<file path="src/rtl/scc_pkg.sv">
// Constants, types and register map of the system clock controller
// Assumes one 100 MHz system clock; oscillator ticks and ready flags are synchronous to it
// Operation
// - Route chosen source to core and peripherals
// - Fast internal 16 MHz source selectable
// - Slow internal 128 kHz source selectable
// - External crystal 1 to 16 MHz selectable
// - Direct external clock up to 16 MHz
// - Reset default is fast source divided by eight
// - Software may change source and speed
// - Run-mode source change by register write
// - Keep old source until new one ready
// - Source changes never shorten a clock cycle
// - Core and each peripheral clock gated separately
// - Gate clocks as each low-power mode needs
// - Wakeup runs first from fast source /8
// - After stabilisation, restore source chosen before halt
// - Monitor watches external sources for lost activity
// - External failure falls back to fast /8
// - Configurable clock output pin
package scc_pkg;
  // ==========================================
  // Timing
  localparam int CLK_MHZ = 100;
  localparam int FAST_KHZ = 16000;
  localparam int SLOW_KHZ = 128;
  localparam int XTAL_MIN_KHZ = 1000;
  localparam int XTAL_MAX_KHZ = 16000;
  localparam int EXT_MAX_KHZ = 16000;
  localparam int STAB_NS = 2000;
  localparam int STAB_CYC = (STAB_NS * CLK_MHZ + 999) / 1000;
  localparam int MON_NS = 2000;
  localparam int MON_CYC = (MON_NS * CLK_MHZ + 999) / 1000;
  // ==========================================
  // Sizes and reset values
  localparam int PER_N = 8;
  localparam logic [2:0] DIV_RST = 3'h3;
  localparam logic [3:0] OSC_EN_RST = 4'h1;
  localparam logic [7:0] PER_EN_RST = 8'hFF;
  // ==========================================
  // Register byte offsets
  localparam logic [7:0] ADR_SRC = 8'h00;
  localparam logic [7:0] ADR_DIV = 8'h04;
  localparam logic [7:0] ADR_GATE = 8'h08;
  localparam logic [7:0] ADR_OUT = 8'h0C;
  localparam logic [7:0] ADR_STAT = 8'h10;
  localparam logic [7:0] ADR_IRQ_ST = 8'h14;
  localparam logic [7:0] ADR_IRQ_MSK = 8'h18;
  // ==========================================
  // Field positions
  localparam int F_CORE = 0;
  localparam int F_PER = 8;
  localparam int F_MON_EN = 0;
  localparam int F_CO_EN = 1;
  localparam int F_CO_SEL = 2;
  localparam int F_CUR = 0;
  localparam int F_TGT = 2;
  localparam int F_BUSY = 4;
  localparam int F_HALT = 5;
  localparam int F_RDY = 8;
  localparam int IRQ_RDY = 0;
  localparam int IRQ_DONE = 1;
  localparam int IRQ_FAIL = 2;
  // ==========================================
  // Types
  typedef enum logic [1:0] {
    SRC_FAST = 2'h0, SRC_SLOW = 2'h1, SRC_XTAL = 2'h2, SRC_EXT = 2'h3
  } scc_src_t;
  typedef enum logic [3:0] {
    ST_RUN = 4'h1, ST_SWITCH = 4'h2, ST_HALT = 4'h4, ST_WAKE = 4'h8
  } scc_st_t;
  typedef struct packed {
    scc_st_t st;
    scc_src_t cur;
    scc_src_t tgt;
    logic [2:0] div_exp;
    logic [2:0] div_cfg;
    logic core_en;
    logic [PER_N-1:0] per_en;
    logic mon_en;
    logic co_en;
    logic [1:0] co_sel;
    logic [2:0] irq_st;
    logic [2:0] irq_msk;
    logic [7:0] stab;
    logic ack;
    logic [31:0] rdat;
    logic sys_tick;
    logic core_tick;
    logic [PER_N-1:0] per_tick;
    logic co_pin;
    logic irq;
    logic [3:0] osc_en;
  } scc_ctl_state_t;
  typedef struct packed {
    logic [6:0] cnt;
    logic tick;
  } scc_div_state_t;
  typedef struct packed {
    logic [7:0] cnt;
    logic fail;
  } scc_mon_state_t;
endpackage

</file>
<file path="src/rtl/scc_link_if.sv">
// Link between the controller and its divider and failure monitor
// Assumes all three sit on the same system clock
`timescale 1ns/100ps
interface scc_link_if;
  logic div_src_tick;
  logic [2:0] div_exp;
  logic div_restart;
  logic div_tick;
  logic mon_en;
  logic mon_tick;
  logic mon_fail;
  modport ctl (
    output div_src_tick, div_exp, div_restart, mon_en, mon_tick,
    input div_tick, mon_fail
  );
  modport div (input div_src_tick, div_exp, div_restart, output div_tick);
  modport mon (input mon_en, mon_tick, output mon_fail);
endinterface

</file>
<file path="src/rtl/scc_divider.sv">
// Prescaler: one output tick per 2**div_exp ticks of the selected source
// Assumes source ticks are one-cycle pulses on the system clock
`timescale 1ns/100ps
module scc_divider (
  // Clock, reset, enable
  input wire logic i_sys_clk,
  input wire logic i_rst,
  input wire logic i_ce,
  // Controller side
  scc_link_if.div lk
);
  scc_pkg::scc_div_state_t r_reg;
  scc_pkg::scc_div_state_t r_next;

  // ==========================================
  // Counter
  always_comb begin
    r_next = r_reg;
    r_next.tick = 1'b0;
    // Restart drops the partial count so a new source starts a full cycle
    if (lk.div_restart) begin
      r_next.cnt = 7'h00;
    end else if (lk.div_src_tick) begin
      if (r_reg.cnt == ((7'h01 << lk.div_exp) - 7'h01)) begin
        r_next.cnt = 7'h00;
        r_next.tick = 1'b1;
      end else begin
        r_next.cnt = r_reg.cnt + 7'h01;
      end
    end
  end

  always_ff @(posedge i_sys_clk) begin
    if (i_rst) begin
      r_reg <= '0;
    end else if (i_ce) begin
      r_reg <= r_next;
    end
  end

  assign lk.div_tick = r_reg.tick;

  property p_div_restart;
    @(posedge i_sys_clk) disable iff (i_rst || !i_ce)
      lk.div_restart |=> !lk.div_tick;
  endproperty
  a_div_restart: assert property (p_div_restart)
    else $error("divider ticked right after a restart");
endmodule

</file>
<file path="src/rtl/scc_fail_mon.sv">
// Clock failure monitor: flags a source that stops ticking
// Assumes the watched tick is the active external source, on the system clock
`timescale 1ns/100ps
module scc_fail_mon (
  // Clock, reset, enable
  input wire logic i_sys_clk,
  input wire logic i_rst,
  input wire logic i_ce,
  // Controller side
  scc_link_if.mon lk
);
  scc_pkg::scc_mon_state_t r_reg;
  scc_pkg::scc_mon_state_t r_next;

  // ==========================================
  // Silence counter
  always_comb begin
    r_next = r_reg;
    r_next.fail = 1'b0;
    if (!lk.mon_en || lk.mon_tick) begin
      r_next.cnt = 8'h00;
    end else if (r_reg.cnt == 8'(scc_pkg::MON_CYC - 1)) begin
      r_next.cnt = 8'h00;
      r_next.fail = 1'b1;
    end else begin
      r_next.cnt = r_reg.cnt + 8'h01;
    end
  end

  always_ff @(posedge i_sys_clk) begin
    if (i_rst) begin
      r_reg <= '0;
    end else if (i_ce) begin
      r_reg <= r_next;
    end
  end

  assign lk.mon_fail = r_reg.fail;

  property p_mon_quiet;
    @(posedge i_sys_clk) disable iff (i_rst || !i_ce)
      (lk.mon_en && lk.mon_tick) |=> !lk.mon_fail;
  endproperty
  a_mon_quiet: assert property (p_mon_quiet)
    else $error("failure flagged although the source ticked");
endmodule

</file>
<file path="src/rtl/scc_clk_ctrl.sv">
// System clock controller top: source select, prescale, gating, failure fallback
// Assumes a classic Wishbone master and oscillator ticks synchronous to i_sys_clk
//
// The register offsets and the Wishbone register port were chosen for this implementation.
`timescale 1ns/100ps
module scc_clk_ctrl (
  // Clock, reset, enable
  input wire logic i_sys_clk,
  input wire logic i_rst,
  input wire logic i_ce,
  // Wishbone slave
  input wire logic i_wb_cyc,
  input wire logic i_wb_stb,
  input wire logic i_wb_we,
  input wire logic [7:0] i_wb_adr,
  input wire logic [3:0] i_wb_sel,
  input wire logic [31:0] i_wb_dat,
  output logic [31:0] o_wb_dat,
  output logic o_wb_ack,
  // Oscillators: fast, slow, crystal, direct
  input wire logic [3:0] i_osc_tick,
  input wire logic [3:0] i_osc_rdy,
  output logic [3:0] o_osc_en,
  // Power modes
  input wire logic i_halt_req,
  input wire logic i_wait_req,
  input wire logic i_wake,
  // Distributed clock enables
  output logic o_sys_tick,
  output logic o_core_tick,
  output logic [scc_pkg::PER_N-1:0] o_periph_tick,
  output logic o_clk_out_pin,
  // Status
  output logic [1:0] o_cur_src,
  output logic o_irq
);
  localparam int A_STAB_MAX = scc_pkg::STAB_CYC + 2;

  scc_link_if lk ();

  scc_divider u_div (
    .i_sys_clk(i_sys_clk),
    .i_rst(i_rst),
    .i_ce(i_ce),
    .lk(lk)
  );

  scc_fail_mon u_mon (
    .i_sys_clk(i_sys_clk),
    .i_rst(i_rst),
    .i_ce(i_ce),
    .lk(lk)
  );

  scc_pkg::scc_ctl_state_t r_reg;
  scc_pkg::scc_ctl_state_t r_next;
  logic acc;
  logic wr;
  logic sw_req;
  logic restart;
  logic halted;
  logic tgt_rdy;
  logic src_tick;
  logic co_src;
  logic [2:0] ev;
  logic [2:0] clr;

  // ==========================================
  // Source mux and link drive
  // Fast, slow, crystal and direct clock each on one tick lane
  assign src_tick = i_osc_tick[r_reg.cur] && (r_reg.st != scc_pkg::ST_HALT);
  assign lk.div_src_tick = src_tick;
  assign lk.div_exp = r_reg.div_exp;
  assign lk.div_restart = restart;
  assign lk.mon_en = r_reg.mon_en && r_reg.cur[1] && (r_reg.st != scc_pkg::ST_HALT);
  assign lk.mon_tick = i_osc_tick[r_reg.cur];
  assign halted = (r_reg.st == scc_pkg::ST_HALT);
  assign tgt_rdy = i_osc_rdy[r_reg.tgt];

  // ==========================================
  // Next state
  always_comb begin
    r_next = r_reg;
    acc = i_wb_cyc && i_wb_stb && !r_reg.ack;
    wr = acc && i_wb_we;
    sw_req = 1'b0;
    restart = 1'b0;
    ev = 3'h0;
    clr = 3'h0;
    co_src = 1'b0;
    r_next.ack = acc;
    r_next.rdat = 32'h0;

    // Register writes
    if (wr && i_wb_sel[0]) begin
      unique case (i_wb_adr)
        scc_pkg::ADR_SRC: begin
          r_next.tgt = scc_pkg::scc_src_t'(i_wb_dat[1:0]);
          sw_req = 1'b1;
        end
        scc_pkg::ADR_DIV: begin
          r_next.div_cfg = i_wb_dat[2:0];
          sw_req = 1'b1;
        end
        scc_pkg::ADR_GATE: begin
          r_next.core_en = i_wb_dat[scc_pkg::F_CORE];
        end
        scc_pkg::ADR_OUT: begin
          r_next.mon_en = i_wb_dat[scc_pkg::F_MON_EN];
          r_next.co_en = i_wb_dat[scc_pkg::F_CO_EN];
          r_next.co_sel = i_wb_dat[scc_pkg::F_CO_SEL +: 2];
        end
        scc_pkg::ADR_IRQ_ST: begin
          clr = i_wb_dat[2:0];
        end
        scc_pkg::ADR_IRQ_MSK: begin
          r_next.irq_msk = i_wb_dat[2:0];
        end
        default: begin
        end
      endcase
    end
    if (wr && i_wb_sel[1] && (i_wb_adr == scc_pkg::ADR_GATE)) begin
      r_next.per_en = i_wb_dat[scc_pkg::F_PER +: scc_pkg::PER_N];
    end

    // Register reads; unmapped offsets read zero
    if (acc && !i_wb_we) begin
      unique case (i_wb_adr)
        scc_pkg::ADR_SRC: r_next.rdat[1:0] = r_reg.tgt;
        scc_pkg::ADR_DIV: r_next.rdat[2:0] = r_reg.div_cfg;
        scc_pkg::ADR_GATE: begin
          r_next.rdat[scc_pkg::F_CORE] = r_reg.core_en;
          r_next.rdat[scc_pkg::F_PER +: scc_pkg::PER_N] = r_reg.per_en;
        end
        scc_pkg::ADR_OUT: begin
          r_next.rdat[scc_pkg::F_MON_EN] = r_reg.mon_en;
          r_next.rdat[scc_pkg::F_CO_EN] = r_reg.co_en;
          r_next.rdat[scc_pkg::F_CO_SEL +: 2] = r_reg.co_sel;
        end
        scc_pkg::ADR_STAT: begin
          r_next.rdat[scc_pkg::F_CUR +: 2] = r_reg.cur;
          r_next.rdat[scc_pkg::F_TGT +: 2] = r_reg.tgt;
          r_next.rdat[scc_pkg::F_BUSY] = (r_reg.st != scc_pkg::ST_RUN);
          r_next.rdat[scc_pkg::F_HALT] = halted;
          r_next.rdat[scc_pkg::F_RDY +: 4] = i_osc_rdy;
        end
        scc_pkg::ADR_IRQ_ST: r_next.rdat[2:0] = r_reg.irq_st;
        scc_pkg::ADR_IRQ_MSK: r_next.rdat[2:0] = r_reg.irq_msk;
        default: r_next.rdat = 32'h0;
      endcase
    end

    // Mode sequencing
    unique case (r_reg.st)
      scc_pkg::ST_RUN: begin
        if (i_halt_req) begin
          r_next.st = scc_pkg::ST_HALT;
        end else if (sw_req) begin
          r_next.st = scc_pkg::ST_SWITCH;
        end
      end
      scc_pkg::ST_SWITCH: begin
        ev[scc_pkg::IRQ_RDY] = tgt_rdy;
        if (i_halt_req) begin
          r_next.st = scc_pkg::ST_HALT;
        end else if (tgt_rdy && lk.div_tick) begin
          // Old source keeps running until the new one is ready
          r_next.cur = r_reg.tgt;
          // Switch only on a finished output cycle, never mid-cycle
          r_next.div_exp = r_reg.div_cfg;
          restart = 1'b1;
          r_next.st = scc_pkg::ST_RUN;
          ev[scc_pkg::IRQ_DONE] = 1'b1;
        end
      end
      scc_pkg::ST_HALT: begin
        if (i_wake) begin
          r_next.cur = scc_pkg::SRC_FAST;
          r_next.div_exp = scc_pkg::DIV_RST;
          restart = 1'b1;
          r_next.stab = 8'(scc_pkg::STAB_CYC);
          r_next.st = scc_pkg::ST_WAKE;
        end
      end
      scc_pkg::ST_WAKE: begin
        if (r_reg.stab == 8'h00) begin
          // Selection kept through halt is resumed
          r_next.st = scc_pkg::ST_SWITCH;
        end else begin
          r_next.stab = r_reg.stab - 8'h01;
        end
      end
    endcase

    // Failure fallback overrides any pending switch
    if (lk.mon_fail) begin
      r_next.cur = scc_pkg::SRC_FAST;
      r_next.tgt = scc_pkg::SRC_FAST;
      r_next.div_exp = scc_pkg::DIV_RST;
      restart = 1'b1;
      r_next.st = scc_pkg::ST_RUN;
      ev[scc_pkg::IRQ_FAIL] = 1'b1;
    end

    // Sticky flags: a new event beats a same-cycle clear
    r_next.irq_st = (r_reg.irq_st & ~clr) | ev;
    r_next.irq = |(r_next.irq_st & r_next.irq_msk);

    // Gated clock enables
    r_next.sys_tick = lk.div_tick && !halted;
    r_next.core_tick = lk.div_tick && !halted && r_reg.core_en && !i_wait_req;
    r_next.per_tick = {scc_pkg::PER_N{lk.div_tick && !halted}} & r_reg.per_en;

    // Clock output pin: system, fast, slow or active source
    unique case (r_reg.co_sel)
      2'h0: co_src = lk.div_tick;
      2'h1: co_src = i_osc_tick[scc_pkg::SRC_FAST];
      2'h2: co_src = i_osc_tick[scc_pkg::SRC_SLOW];
      2'h3: co_src = i_osc_tick[r_reg.cur];
    endcase
    if (!r_reg.co_en) begin
      r_next.co_pin = 1'b0;
    end else if (co_src) begin
      r_next.co_pin = !r_reg.co_pin;
    end

    // Oscillators stay on only while in use; all off in halt
    if (r_next.st == scc_pkg::ST_HALT) begin
      r_next.osc_en = 4'h0;
    end else begin
      r_next.osc_en = (4'h1 << r_next.cur) | (4'h1 << r_next.tgt);
    end
  end

  // ==========================================
  // State register
  always_ff @(posedge i_sys_clk) begin
    if (i_rst) begin
      r_reg <= '0;
      r_reg.st <= scc_pkg::ST_RUN;
      r_reg.div_exp <= scc_pkg::DIV_RST;
      r_reg.div_cfg <= scc_pkg::DIV_RST;
      r_reg.core_en <= 1'b1;
      r_reg.per_en <= scc_pkg::PER_EN_RST;
      r_reg.osc_en <= scc_pkg::OSC_EN_RST;
    end else if (i_ce) begin
      r_reg <= r_next;
    end
  end

  // ==========================================
  // Outputs
  assign o_wb_dat = r_reg.rdat;
  assign o_wb_ack = r_reg.ack;
  assign o_osc_en = r_reg.osc_en;
  assign o_sys_tick = r_reg.sys_tick;
  assign o_core_tick = r_reg.core_tick;
  assign o_periph_tick = r_reg.per_tick;
  assign o_clk_out_pin = r_reg.co_pin;
  assign o_cur_src = r_reg.cur;
  assign o_irq = r_reg.irq;

  // ==========================================
  // Checks
  property p_reset_src;
    @(posedge i_sys_clk) disable iff (i_rst)
      $fell(i_rst) |-> (r_reg.cur == scc_pkg::SRC_FAST) && (r_reg.div_exp == 3'h3);
  endproperty
  a_reset_src: assert property (p_reset_src)
    else $error("reset did not select fast source divided by eight");

  property p_wait_ready;
    @(posedge i_sys_clk) disable iff (i_rst || !i_ce)
      ($changed(r_reg.cur) && (r_reg.cur != scc_pkg::SRC_FAST))
        |-> (($past(i_osc_rdy) & (4'h1 << r_reg.cur)) != 4'h0);
  endproperty
  a_wait_ready: assert property (p_wait_ready)
    else $error("source switched before it was ready");

  property p_on_boundary;
    @(posedge i_sys_clk) disable iff (i_rst || !i_ce)
      ($changed(r_reg.cur) && !$past(lk.mon_fail) && ($past(r_reg.st) == scc_pkg::ST_SWITCH))
        |-> $past(lk.div_tick);
  endproperty
  a_on_boundary: assert property (p_on_boundary)
    else $error("source switched in the middle of a clock cycle");

  property p_core_gate;
    @(posedge i_sys_clk) disable iff (i_rst || !i_ce)
      (lk.div_tick && !halted && !r_reg.core_en) |=> (o_sys_tick && !o_core_tick);
  endproperty
  a_core_gate: assert property (p_core_gate)
    else $error("core clock ran while gated");

  property p_halt_gate;
    @(posedge i_sys_clk) disable iff (i_rst || !i_ce)
      (halted && $past(halted)) |-> (o_periph_tick == 8'h00) && !o_core_tick && (o_osc_en == 4'h0);
  endproperty
  a_halt_gate: assert property (p_halt_gate)
    else $error("clocks running in halt");

  property p_wake_fast;
    @(posedge i_sys_clk) disable iff (i_rst || !i_ce)
      (halted && i_wake && !lk.mon_fail)
        |=> (r_reg.cur == scc_pkg::SRC_FAST) && (r_reg.div_exp == 3'h3)
            && (r_reg.st == scc_pkg::ST_WAKE);
  endproperty
  a_wake_fast: assert property (p_wake_fast)
    else $error("wakeup did not start from fast source divided by eight");

  property p_wake_restore;
    @(posedge i_sys_clk) disable iff (i_rst || !i_ce)
      $rose(r_reg.st == scc_pkg::ST_WAKE)
        |-> ##[1:A_STAB_MAX] (r_reg.st == scc_pkg::ST_SWITCH);
  endproperty
  a_wake_restore: assert property (p_wake_restore)
    else $error("no return to the chosen source after stabilisation");

  property p_fail_fallback;
    @(posedge i_sys_clk) disable iff (i_rst || !i_ce)
      lk.mon_fail |=> (r_reg.cur == scc_pkg::SRC_FAST) && (r_reg.div_exp == 3'h3)
        && r_reg.irq_st[scc_pkg::IRQ_FAIL];
  endproperty
  a_fail_fallback: assert property (p_fail_fallback)
    else $error("clock failure did not fall back to fast source");

  property p_done_flag;
    @(posedge i_sys_clk) disable iff (i_rst || !i_ce)
      ((r_reg.st == scc_pkg::ST_SWITCH) && tgt_rdy && lk.div_tick && !i_halt_req)
        |=> r_reg.irq_st[scc_pkg::IRQ_DONE]
            && (o_irq || !r_reg.irq_msk[scc_pkg::IRQ_DONE]);
  endproperty
  a_done_flag: assert property (p_done_flag)
    else $error("switch completion not flagged");

  property p_co_off;
    @(posedge i_sys_clk) disable iff (i_rst || !i_ce)
      !r_reg.co_en |=> !o_clk_out_pin;
  endproperty
  a_co_off: assert property (p_co_off)
    else $error("clock output pin moved while disabled");
endmodule

</file>
<file path="config.mk">
export PLATFORM = sky130hd
export DESIGN_NAME = scc_clk_ctrl
export DESIGN_NICKNAME = d
export VERILOG_FILES = /design/src/rtl/scc_pkg.sv /design/src/rtl/scc_link_if.sv /design/src/rtl/scc_divider.sv /design/src/rtl/scc_fail_mon.sv /design/src/rtl/scc_clk_ctrl.sv
export SDC_FILE = /design/constraint.sdc
export NUM_CORES = 1
export LEC_CHECK = 0
export ABC_AREA = 1
export BUFFER_PORTS_ARGS = -buffer_cell sky130_fd_sc_hd__buf_2
export CAP_MARGIN = 5
export CORE_MARGIN = 10
export CORE_UTILIZATION = 55
export CTS_CLUSTER_DIAMETER = 100
export DETAILED_ROUTE_END_ITERATION = 7
export GPL_TIMING_DRIVEN = 0
export HOLD_SLACK_MARGIN = 0.05
export PLACE_DENSITY = 0.9
export SLEW_MARGIN = 5
export SYNTH_ARGS = -nofsm -noshare
export SYNTH_HDL_FRONTEND = slang
export SYNTH_SLANG_ARGS = --single-unit
</file>
<file path="constraint.sdc">
create_clock -name i_sys_clk -period 2.15 [get_ports i_sys_clk]
set_input_delay 0.3225 -clock i_sys_clk [delete_from_list [all_inputs] [get_ports i_sys_clk]]
set_output_delay 0.3225 -clock i_sys_clk [all_outputs]
set_load 0.005 [all_outputs]
</file>
==> results.toml, run 1 <==
[yosys]
netlist_area_um2 = 4990
synth_flop_cell = "dfxtp_1"
synth-warning-count = 0
synth_edf_count = 0
synth-async-reset-ratio = 0
synth_cells = 739
yosysSeqAreaShare = 0.357
syn_avg_cell_area_um2 = 6.75
ys_ff_latch = 89
synth_cell_type_count = 39

[power]
power_density_nw_per_um2 = 590
power_mw = 3.39
leakage_nw = 2.82
max-vdd-ir-drop_mv = 0.350

[finish]
layout_common_cells = "184 x nand2_1, 87 x dfxtp_1, 81 x inv_1, 71 x buf_2, 61 x a21oi_1"
antenna_cells = 0
layout.nets = 901
final-instance-count-excl-fill = 948
area_delta_synth_final_pct = 15.3
final_common_cell = "nand2_1"
largest_reg_flops = 36
drive_above_1_share = 0.204

[place]
gp_congestion = 0.988
dp_slack_ns = 0.102
numPortBuffers = 68
post-place-cells = 932
hpwlAfterDp_mm = 10.5

[setup_path]
cp_max_fo = 5
r2r_slack_ns = 0.22
criticalPathCategory = "register to register"
max_stage_delay_ns = 0.37
r2r-end = "u_div.r_reg[4]"
reg2regPathDepth = 11
endpoint_kind = "register"
crit_chain = "nor2_2 -> nand2_1 -> ha_1 -> xor2_1 -> nand4_1 -> nor2_1 -> nand2_1 -> nor2_2 -> inv_1 -> a21oi_1 -> nor2_1"
crit_arrival_ns = 2.22
critPathRequiredTime_ns = 2.43
critPathLaunchType = "register"
worstReg2RegStart = "lk.div_exp[0]"
critPathSlowestCell = "dfxtp_1"

[route]
wl_per_cell_um = 14.9
drt_wl_total_mm = 14.2
num_vias = 5173
initialDrtViolationCount = 446
ant_nets = 0
drtPass1Iterations = 5
viasPerCell = 5.46
drc_errors = 0

[global_route]
overflow = 0
grt_pass1_wl_mm = 22.4
grt_pass1_vias = 4712
grt_max_degree = 16
antenna_found_initial = 0
grt.total_usage = 0.206

[clock_network]
clock_sinks = 89
numCtsBuffers = 9
cts.path.max_buffers = 2
cts_hold_buf = 0
cts_tree = "yes"
cts_setup_buffers = 0
clk_pin_slew_ns = 0.09
h-tree-depth = 3
clock_latency_ns = 0.38
root_buffer = "clkbuf_8"

[sta]
drv_slew = 0
hold_viol = 0
grt_setup_unrepaired = "no"
worstMarginPinSlew_ns = 0.765
period_share = 0.900
hold_slack_ns = 0.181
min_period_ns = 1.93
setup_viol = 0
setup-tns-final_ns = 0
slew_headroom = 0.490
clock_skew_ns = 0.0129
worst_slack_ns = 0.215
max_freq_mhz = 517

[floorplan]
rows = 34
core_um2 = 8760
die_w_um = 115
dieArea_um2 = 13300
io_pins = 112
initial_utilization = 0.569
die_h_um = 115

[status]
status = "finished, final reports clean"

[worst_hold_path]
whs_path_depth = 3
min_from = "i_wb_dat[3]"
holdPathEnd = "r_reg[64]"
holdCritPathClass = "primary input to register"

[job]
cap_violations = 0
## kinds of logic after synthesis
group,after synthesis,synth area share
xor+xnor,20,0.0351
fa+ha+maj,5,0.0125
flops,89,0.357
buf+inv,156,0.153
simple gates,342,0.304
compound gates,126,0.137
other cells,1,0.000752
## synthesized netlist by cell type, types with 2 or more instances
cell / number / area share
inv_1: 81 / 0.061
a31oi_1: 3 / 0.0038
o211ai_1: 7 / 0.011
nand4_1: 16 / 0.020
nand2_1: 184 / 0.14
o21ai_1: 3 / 0.0030
buf_4: 46 / 0.069
nor2_2: 8 / 0.010
nor2_4: 4 / 0.0090
a211oi_1: 4 / 0.0060
dfxtp_1: 89 / 0.36
o22ai_1: 2 / 0.0025
inv_2: 7 / 0.0053
buf_2: 3 / 0.0030
o21ai_0: 40 / 0.040
xnor2_1: 5 / 0.0088
nand3_2: 6 / 0.012
ha_1: 5 / 0.013
a21oi_1: 61 / 0.061
nor2_1: 56 / 0.042
buf_1: 2 / 0.0015
clkbuf_1: 16 / 0.012
nand2_2: 6 / 0.0075
o31ai_1: 2 / 0.0030
xor2_1: 15 / 0.026
nor3_1: 10 / 0.010
nand3_1: 46 / 0.046
## routing by layer
metal | share of wire | global-route usage | vias to the layer above
met5 | 0 | 0 | -
met4 | 0.035 | 0.0932 | 0
met3 | 0.081 | 0.0464 | 49
met2 | 0.47 | 0.337 | 271
met1 | 0.41 | 0.251 | 2342
li1 | - | - | 2511
## stage by stage
stage                      util  cell area, µm²
final                     0.656            5750
after global routing      0.656            5750
after CTS                 0.655            5740
after detailed placement  0.630            5530
after global placement    0.630            5530
after floorplan               -            5050
## report_power, final
part	switching, mW	total (mW)	internal (mW)
logic	0.269	0.418	0.149
clock network	0.644	1.25	0.607
registers	0.0387	1.72	1.68
total	0.951	3.39	2.44
## area by class of cell
class                   instances  area (µm²)
flip-flops and latches         89        1780
fillers                       772        3020
repair buffers                 68         340
clock inverters                 5        62.6
clock buffers                  11         151
well taps                     108         135
plain buffers                  67         428
inverters                      89         334
multi-input cells             511        2510
## critical path: cells and delay by family (launching register included)
family,cells,cell delay (ns)
xor gates and xnor gates,1,0.14
adders and majority gates,1,0.31
AOI/OAI and AO/OA,1,0.15
DFF,1,0.37
and+or+nand+nor,7,0.77
buffers and inverters,1,0.10
## how the worst max path moves through the flow
| stage | startpoint | to | slack, ns | cells after the start |
|---|---|---|---|---|
| global route | lk.div_exp[0] | u_div.r_reg[6] | 0.01 | 13 |
| finish | lk.div_exp[0] | u_div.r_reg[4] | 0.22 | 11 |
| CTS | lk.div_exp[0] | u_div.r_reg[4] | 0.09 | 12 |
| global placement | lk.div_exp[0] | u_div.r_reg[4] | 0.17 | 12 |
| floorplan | lk.div_exp[2] | u_div.r_reg[4] | 0.36 | 11 |
| detailed placement | lk.div_exp[0] | u_div.r_reg[4] | 0.10 | 12 |
## timing repair
action	4_1_cts	5_1_grt
endpoints found under the setup margin	0	8
hold endpoints to repair	0	0
resized for setup	0	5
(Power assumes the default switching activity.)
==> inputs of run 2 (changes only) <==
--- a/config.mk
+++ b/config.mk
@@ -9,12 +9,12 @@
 export BUFFER_PORTS_ARGS = -buffer_cell sky130_fd_sc_hd__buf_2
 export CAP_MARGIN = 5
 export CORE_MARGIN = 10
-export CORE_UTILIZATION = 55
+export CORE_UTILIZATION = 40
 export CTS_CLUSTER_DIAMETER = 100
 export DETAILED_ROUTE_END_ITERATION = 7
 export GPL_TIMING_DRIVEN = 0
 export HOLD_SLACK_MARGIN = 0.05
-export PLACE_DENSITY = 0.9
+export PLACE_DENSITY = 0.71
 export SLEW_MARGIN = 5
 export SYNTH_ARGS = -nofsm -noshare
 export SYNTH_HDL_FRONTEND = slang
==> run 2 against run 1 <==
Net effect:
- power rose by 7.5%
- largest cell class unchanged
- sequential share of layout area fell by 0.80 points
- critical endpoint is now o_osc_en[3]
- register-to-register slack got worse by 0.02 ns
- core utilization fell by 17 points
- worst hold slack improved by 0.027 ns
- non-clock buffer count did not move
- cell area rose by 2.5%
- clock-buffer cell count fell by 1
- maximum frequency fell by 1.2%
- die area rose by 31%
- routed wire length fell by 0.39%
- via count fell by 4.8%
==> results.toml, run 2 (same netlist as run 1, synthesis figures left out) <==
[place]
hpwlAfterDp_mm = 10.8
dp_slack_ns = 0.128
numPortBuffers = 68
placed_area_um2 = 5600
gp_congestion = 0.925

[route]
num_vias = 4925
ant_nets = 0
wl_per_cell_um = 14.0
drtPass1Iterations = 6
viasPerCell = 4.89
initialDrtViolationCount = 421
drc_errors = 0
drt_wl_total_mm = 14.1

[finish]
antenna_cells = 0
layout_common_cells = "184 x nand2_1, 89 x dfxtp_1, 81 x inv_1, 71 x buf_2, 61 x a21oi_1"
layout.nets = 901
largest_reg_flops = 36
area_delta_synth_final_pct = 18.1
n_fill_cell = 1303
finalInstanceArea_um2 = 5890
drive_above_1_share = 0.201
final_common_cell = "nand2_1"

[floorplan]
io_pins = 112
core_um2 = 12100
rows = 40
die_w_um = 132
dieArea_um2 = 17300
die_h_um = 132
initial_utilization = 0.412

[global_route]
grt.total_usage = 0.158
grt_pass1_wl_mm = 22.8
grt_pass1_vias = 4563
grt_max_degree = 17
antenna_found_initial = 0
overflow = 0

[sta]
setup-tns-final_ns = 0
worstMarginPinSlew_ns = 0.731
max_freq_mhz = 511
period_share = 0.911
min_period_ns = 1.96
hold_viol = 0
grt_setup_unrepaired = "no"
slew_headroom = 0.512
drv_slew = 0
worst_slack_ns = 0.191
setup_viol = 0
clock_skew_ns = 0.00588

[clock_network]
cts_setup_buffers = 0
clock_sinks = 89
h-tree-depth = 3
root_buffer = "clkbuf_16"
clk_pin_slew_ns = 0.07
cts_tree = "yes"
cts_hold_buf = 0
cts.path.max_buffers = 2
clock_latency_ns = 0.34
numCtsBuffers = 9

[setup_path]
r2r-end = "o_osc_en[3]"
r2r_slack_ns = 0.19
crit_arrival_ns = 2.15
endpoint_kind = "register"
critPathRequiredTime_ns = 2.34
criticalPathCategory = "register to register"
worstReg2RegStart = "o_wb_ack"
reg2regPathDepth = 11
crit_end = "o_osc_en[3]"
cp_max_fo = 4
crit_path_start = "o_wb_ack"
critPathLaunchType = "register"

[worst_hold_path]
holdCritPathClass = "primary input to register"

[power]
power_density_nw_per_um2 = 618
max-vdd-ir-drop_mv = 0.304
leakage_nw = 2.85

[status]
status = "finished, final reports clean"

[job]
cap_violations = 0
==> run 2: changes by cell type in the layout (fill, tap and decap cells not counted), moves of 2 or more <==
cell,change
clkinv_4,+3
clkbuf_16,+9
dfxtp_1,+2
clkbuf_8,-11
dfxtp_2,-2
==> run 2: how the worst min path moves through the flow <==
stage          cells after the start             end            from
6_report                           3       r_reg[64]     i_wb_dat[3]
5_1_grt                            3       r_reg[64]     i_wb_dat[3]
4_1_cts                            3       r_reg[64]     i_wb_dat[3]
3_5_place_dp                       2    o_wb_dat[14]    o_wb_dat[14]
3_3_place_gp                       2  u_div.r_reg[6]  u_div.r_reg[6]
2_1_floorplan                      2  u_div.r_reg[6]  u_div.r_reg[6]
==> run 2: through the flow <==
step                std cells  hold slack (ns)   util  power, mW
global placement          992            0.453  0.462       2.16
detailed placement        992            0.457  0.462       2.16
floorplan                 756            0.444      -       2.03
global route             1008            0.236  0.486       3.78
finish                   1008            0.207  0.486       3.64
CTS                      1008            0.212  0.486       3.65
==> run 2: per-layer routing <==
| metal | wire, µm | global-route usage | share of wire |
|---|---|---|---|
| met4 | 308 | 0.0618 | 0.022 |
| met2 | 6680 | 0.260 | 0.47 |
| met3 | 899 | 0.0324 | 0.064 |
| met1 | 6210 | 0.197 | 0.44 |
| met5 | 0 | 0 | 0 |
==> run 2: cell type report <==
class | count | area, µm² | area share
inverters | 89 | 334 | 0.0567
clock inverters | 6 | 53.8 | 0.00913
flip-flops and latches | 89 | 1780 | 0.302
well taps | 168 | 210 | 0.0357
plain buffers | 67 | 428 | 0.0726
multi-input cells | 511 | 2510 | 0.427
clock buffers | 10 | 229 | 0.0389
repair buffers | 68 | 340 | 0.0578
==> run 2: worst max-delay path, cell delays in order (launching register included) <==
cell	delay (ns)
dfxtp_1	0.33
nand3b_1	0.20
nor2_2	0.26
inv_1	0.11
nor2_2	0.17
nand2_1	0.08
o211ai_1	0.17
inv_1	0.11
nand2_1	0.07
nand2_1	0.06
nand3_1	0.15
a21oi_1	0.09
==> run 2: timing repair <==
item                                    CTS  global route
gates resized for setup                   0             4
endpoints found under the setup margin    0            15
endpoints found under the hold margin     0             0
==> run 2: power by group <==
group | switching, mW | total [mW] | internal (mW)
combinational | 0.264 | 0.412 | 0.149
sequential | 0.0375 | 1.72 | 1.68
clock | 0.709 | 1.51 | 0.801
total | 1.01 | 3.64 | 2.63
==> inputs of run 3 (changes only) <==
--- a/config.mk
+++ b/config.mk
@@ -14,7 +14,7 @@
 export DETAILED_ROUTE_END_ITERATION = 7
 export GPL_TIMING_DRIVEN = 0
 export HOLD_SLACK_MARGIN = 0.05
-export PLACE_DENSITY = 0.71
+export PLACE_DENSITY = 0.61
 export SLEW_MARGIN = 5
 export SYNTH_ARGS = -nofsm -noshare
 export SYNTH_HDL_FRONTEND = slang
==> run 3 against run 2 <==
Net effect:
- critical path depth is the same
- cell count is the same
- critical endpoint is now u_div.r_reg[7]
- core utilization grew 0.34 points
- non-clock buffer count is the same
- worst hold slack lost 0.0031 ns
- power grew 6.9%
- routed wire length grew 6.0%
- via count shrank 1.2%
- maximum frequency grew 1.7%
- clock-buffer cell count shrank 1
- largest power group is now the clock network
==> results.toml, run 3 (same netlist as run 1, synthesis figures left out) <==
[clock_network]
clock_sinks = 89
cts_hold_buf = 0
clock_latency_ns = 0.35
cts_setup_buffers = 0
root_buffer = "clkbuf_16"
numCtsBuffers = 9
h-tree-depth = 3
clk_pin_slew_ns = 0.07
cts.path.max_buffers = 2
cts_tree = "yes"

[route]
drtPass1Iterations = 5
wl_met1_mm = 6.45
highest_layer = "met4"
num_vias = 4868
initialDrtViolationCount = 330
wl_per_cell_um = 14.8
wl_met3_um = 861
drc_errors = 0
ant_nets = 0
routed-wl-met2_mm = 7.30
viasPerCell = 4.83
drt_wl_total_mm = 14.9

[global_route]
grt_max_degree = 17
grt_pass1_vias = 4680
overflow = 0
antenna_found_initial = 0
grt.total_usage = 0.168
grt_pass1_wl_mm = 23.9

[setup_path]
endpoint_kind = "register"
critPathLaunchType = "register"
critPathRequiredTime_ns = 2.43
cp_max_fo = 6
crit_path_start = "lk.div_exp[2]"
criticalPathCategory = "register to register"
reg2regPathDepth = 11
crit_arrival_ns = 2.21
worstReg2RegStart = "lk.div_exp[2]"
r2r-end = "u_div.r_reg[7]"
crit_end = "u_div.r_reg[7]"
r2r_slack_ns = 0.22

[place]
hpwlAfterDp_mm = 11.7
numPortBuffers = 68
post-place-cells = 992
gp_congestion = 0.926

[floorplan]
core_um2 = 12100
initial_utilization = 0.412
rows = 40
die_w_um = 132
io_pins = 112
dieArea_um2 = 17300
die_h_um = 132

[finish]
final-instance-count-excl-fill = 1008
utilization = 0.490
layout_common_cells = "184 x nand2_1, 89 x dfxtp_1, 81 x inv_1, 71 x buf_2, 61 x a21oi_1"
antenna_cells = 0
seq_area_um2 = 1780
final_common_cell = "nand2_1"
largest_reg_flops = 36
layout.nets = 901
n_fill_cell = 1268
area_delta_synth_final_pct = 19.0
drive_above_1_share = 0.201
multi_input_area_um2 = 2510

[worst_hold_path]
whs_path_depth = 3
holdCritPathClass = "primary input to register"

[sta]
slew_headroom = 0.536
drv_slew = 0
grt_setup_unrepaired = "no"
hold_viol = 0
period_share = 0.896
worstMarginPinSlew_ns = 0.696
hold_slack_ns = 0.204
min_period_ns = 1.93
setup_viol = 0
max_freq_mhz = 519
setup-tns-final_ns = 0
clock_skew_ns = 0.00776

[power]
max-vdd-ir-drop_mv = 0.343
power_density_nw_per_um2 = 656
intPower_mw = 2.86
switchingPower_mw = 1.03
leakage_nw = 2.87
seqPwrFrac = 0.442
power_mw = 3.89
clkPwrFrac = 0.451
swShare = 0.264
power_frac_comb = 0.108

[status]
status = "finished, final reports clean"

[job]
cap_violations = 0
## run 3: layer usage
layer / vias to the layer above / GRT usage
li1: 2514 / -
met2: 118 / 0.283
met5: - / 0
met3: 27 / 0.0461
met1: 2209 / 0.201
met4: 0 / 0.0587
## run 3: per-stage QoR
| stage | setup slack (ns) | cell area, µm² |
|---|---|---|
| floorplan | 0.362 | 5050 |
| global route | 0.0162 | 5930 |
| finish | 0.224 | 5930 |
| detailed placement | 0.109 | 5600 |
| CTS | 0.149 | 5930 |
| global placement | 0.125 | 5600 |
## run 3: how the worst min path moves through the flow
stage	start	endpoint	slack, ns
after floorplan	u_div.r_reg[6]	u_div.r_reg[6]	0.44
after global placement	r_reg[49]	r_reg[49]	0.45
after global routing	i_wb_dat[3]	r_reg[64]	0.21
after detailed placement	o_wb_dat[12]	o_wb_dat[12]	0.46
after CTS	i_wb_dat[3]	r_reg[64]	0.20
final	i_wb_dat[3]	r_reg[64]	0.20
## run 3: worst max-delay path: stages, from the launching register on
cell and delay (ns):
dfxtp_1 0.44, inv_2 0.07, nand2_1 0.10, ha_1 0.24, nand2_1 0.07, a21oi_1 0.15
xor2_1 0.18, xor2_1 0.19, nor2_2 0.08, nor2_4 0.15, nand2_1 0.08, a21oi_2 0.11
## run 3: layout make-up
type                            count  share of cell area
Multi-Input combinational cell    511               0.423
Sequential cell                    89               0.300
Inverter                           89              0.0563
Buffer                             67              0.0721
Timing Repair Buffer               68              0.0574
Clock buffer                        9              0.0380
Clock inverter                      7              0.0171
Tap cell                          168              0.0354
## run 3: repair_timing
item / CTS / global route
endpoints found under the hold margin: 0 / 0
setup endpoints to repair: 0 / 6
gates resized for setup: 0 / 3
## run 3: power groups by stage
| stage | combinational, mW | sequential (mW) | clock (mW) |
|---|---|---|---|
| after global routing | 0.474 | 1.72 | 1.85 |
| after detailed placement | 0.413 | 1.76 | 0 |
| after global placement | 0.405 | 1.76 | 0 |
| after CTS | 0.415 | 1.72 | 1.79 |
| after floorplan | 0.280 | 1.75 | 0 |
| final | 0.419 | 1.72 | 1.76 |
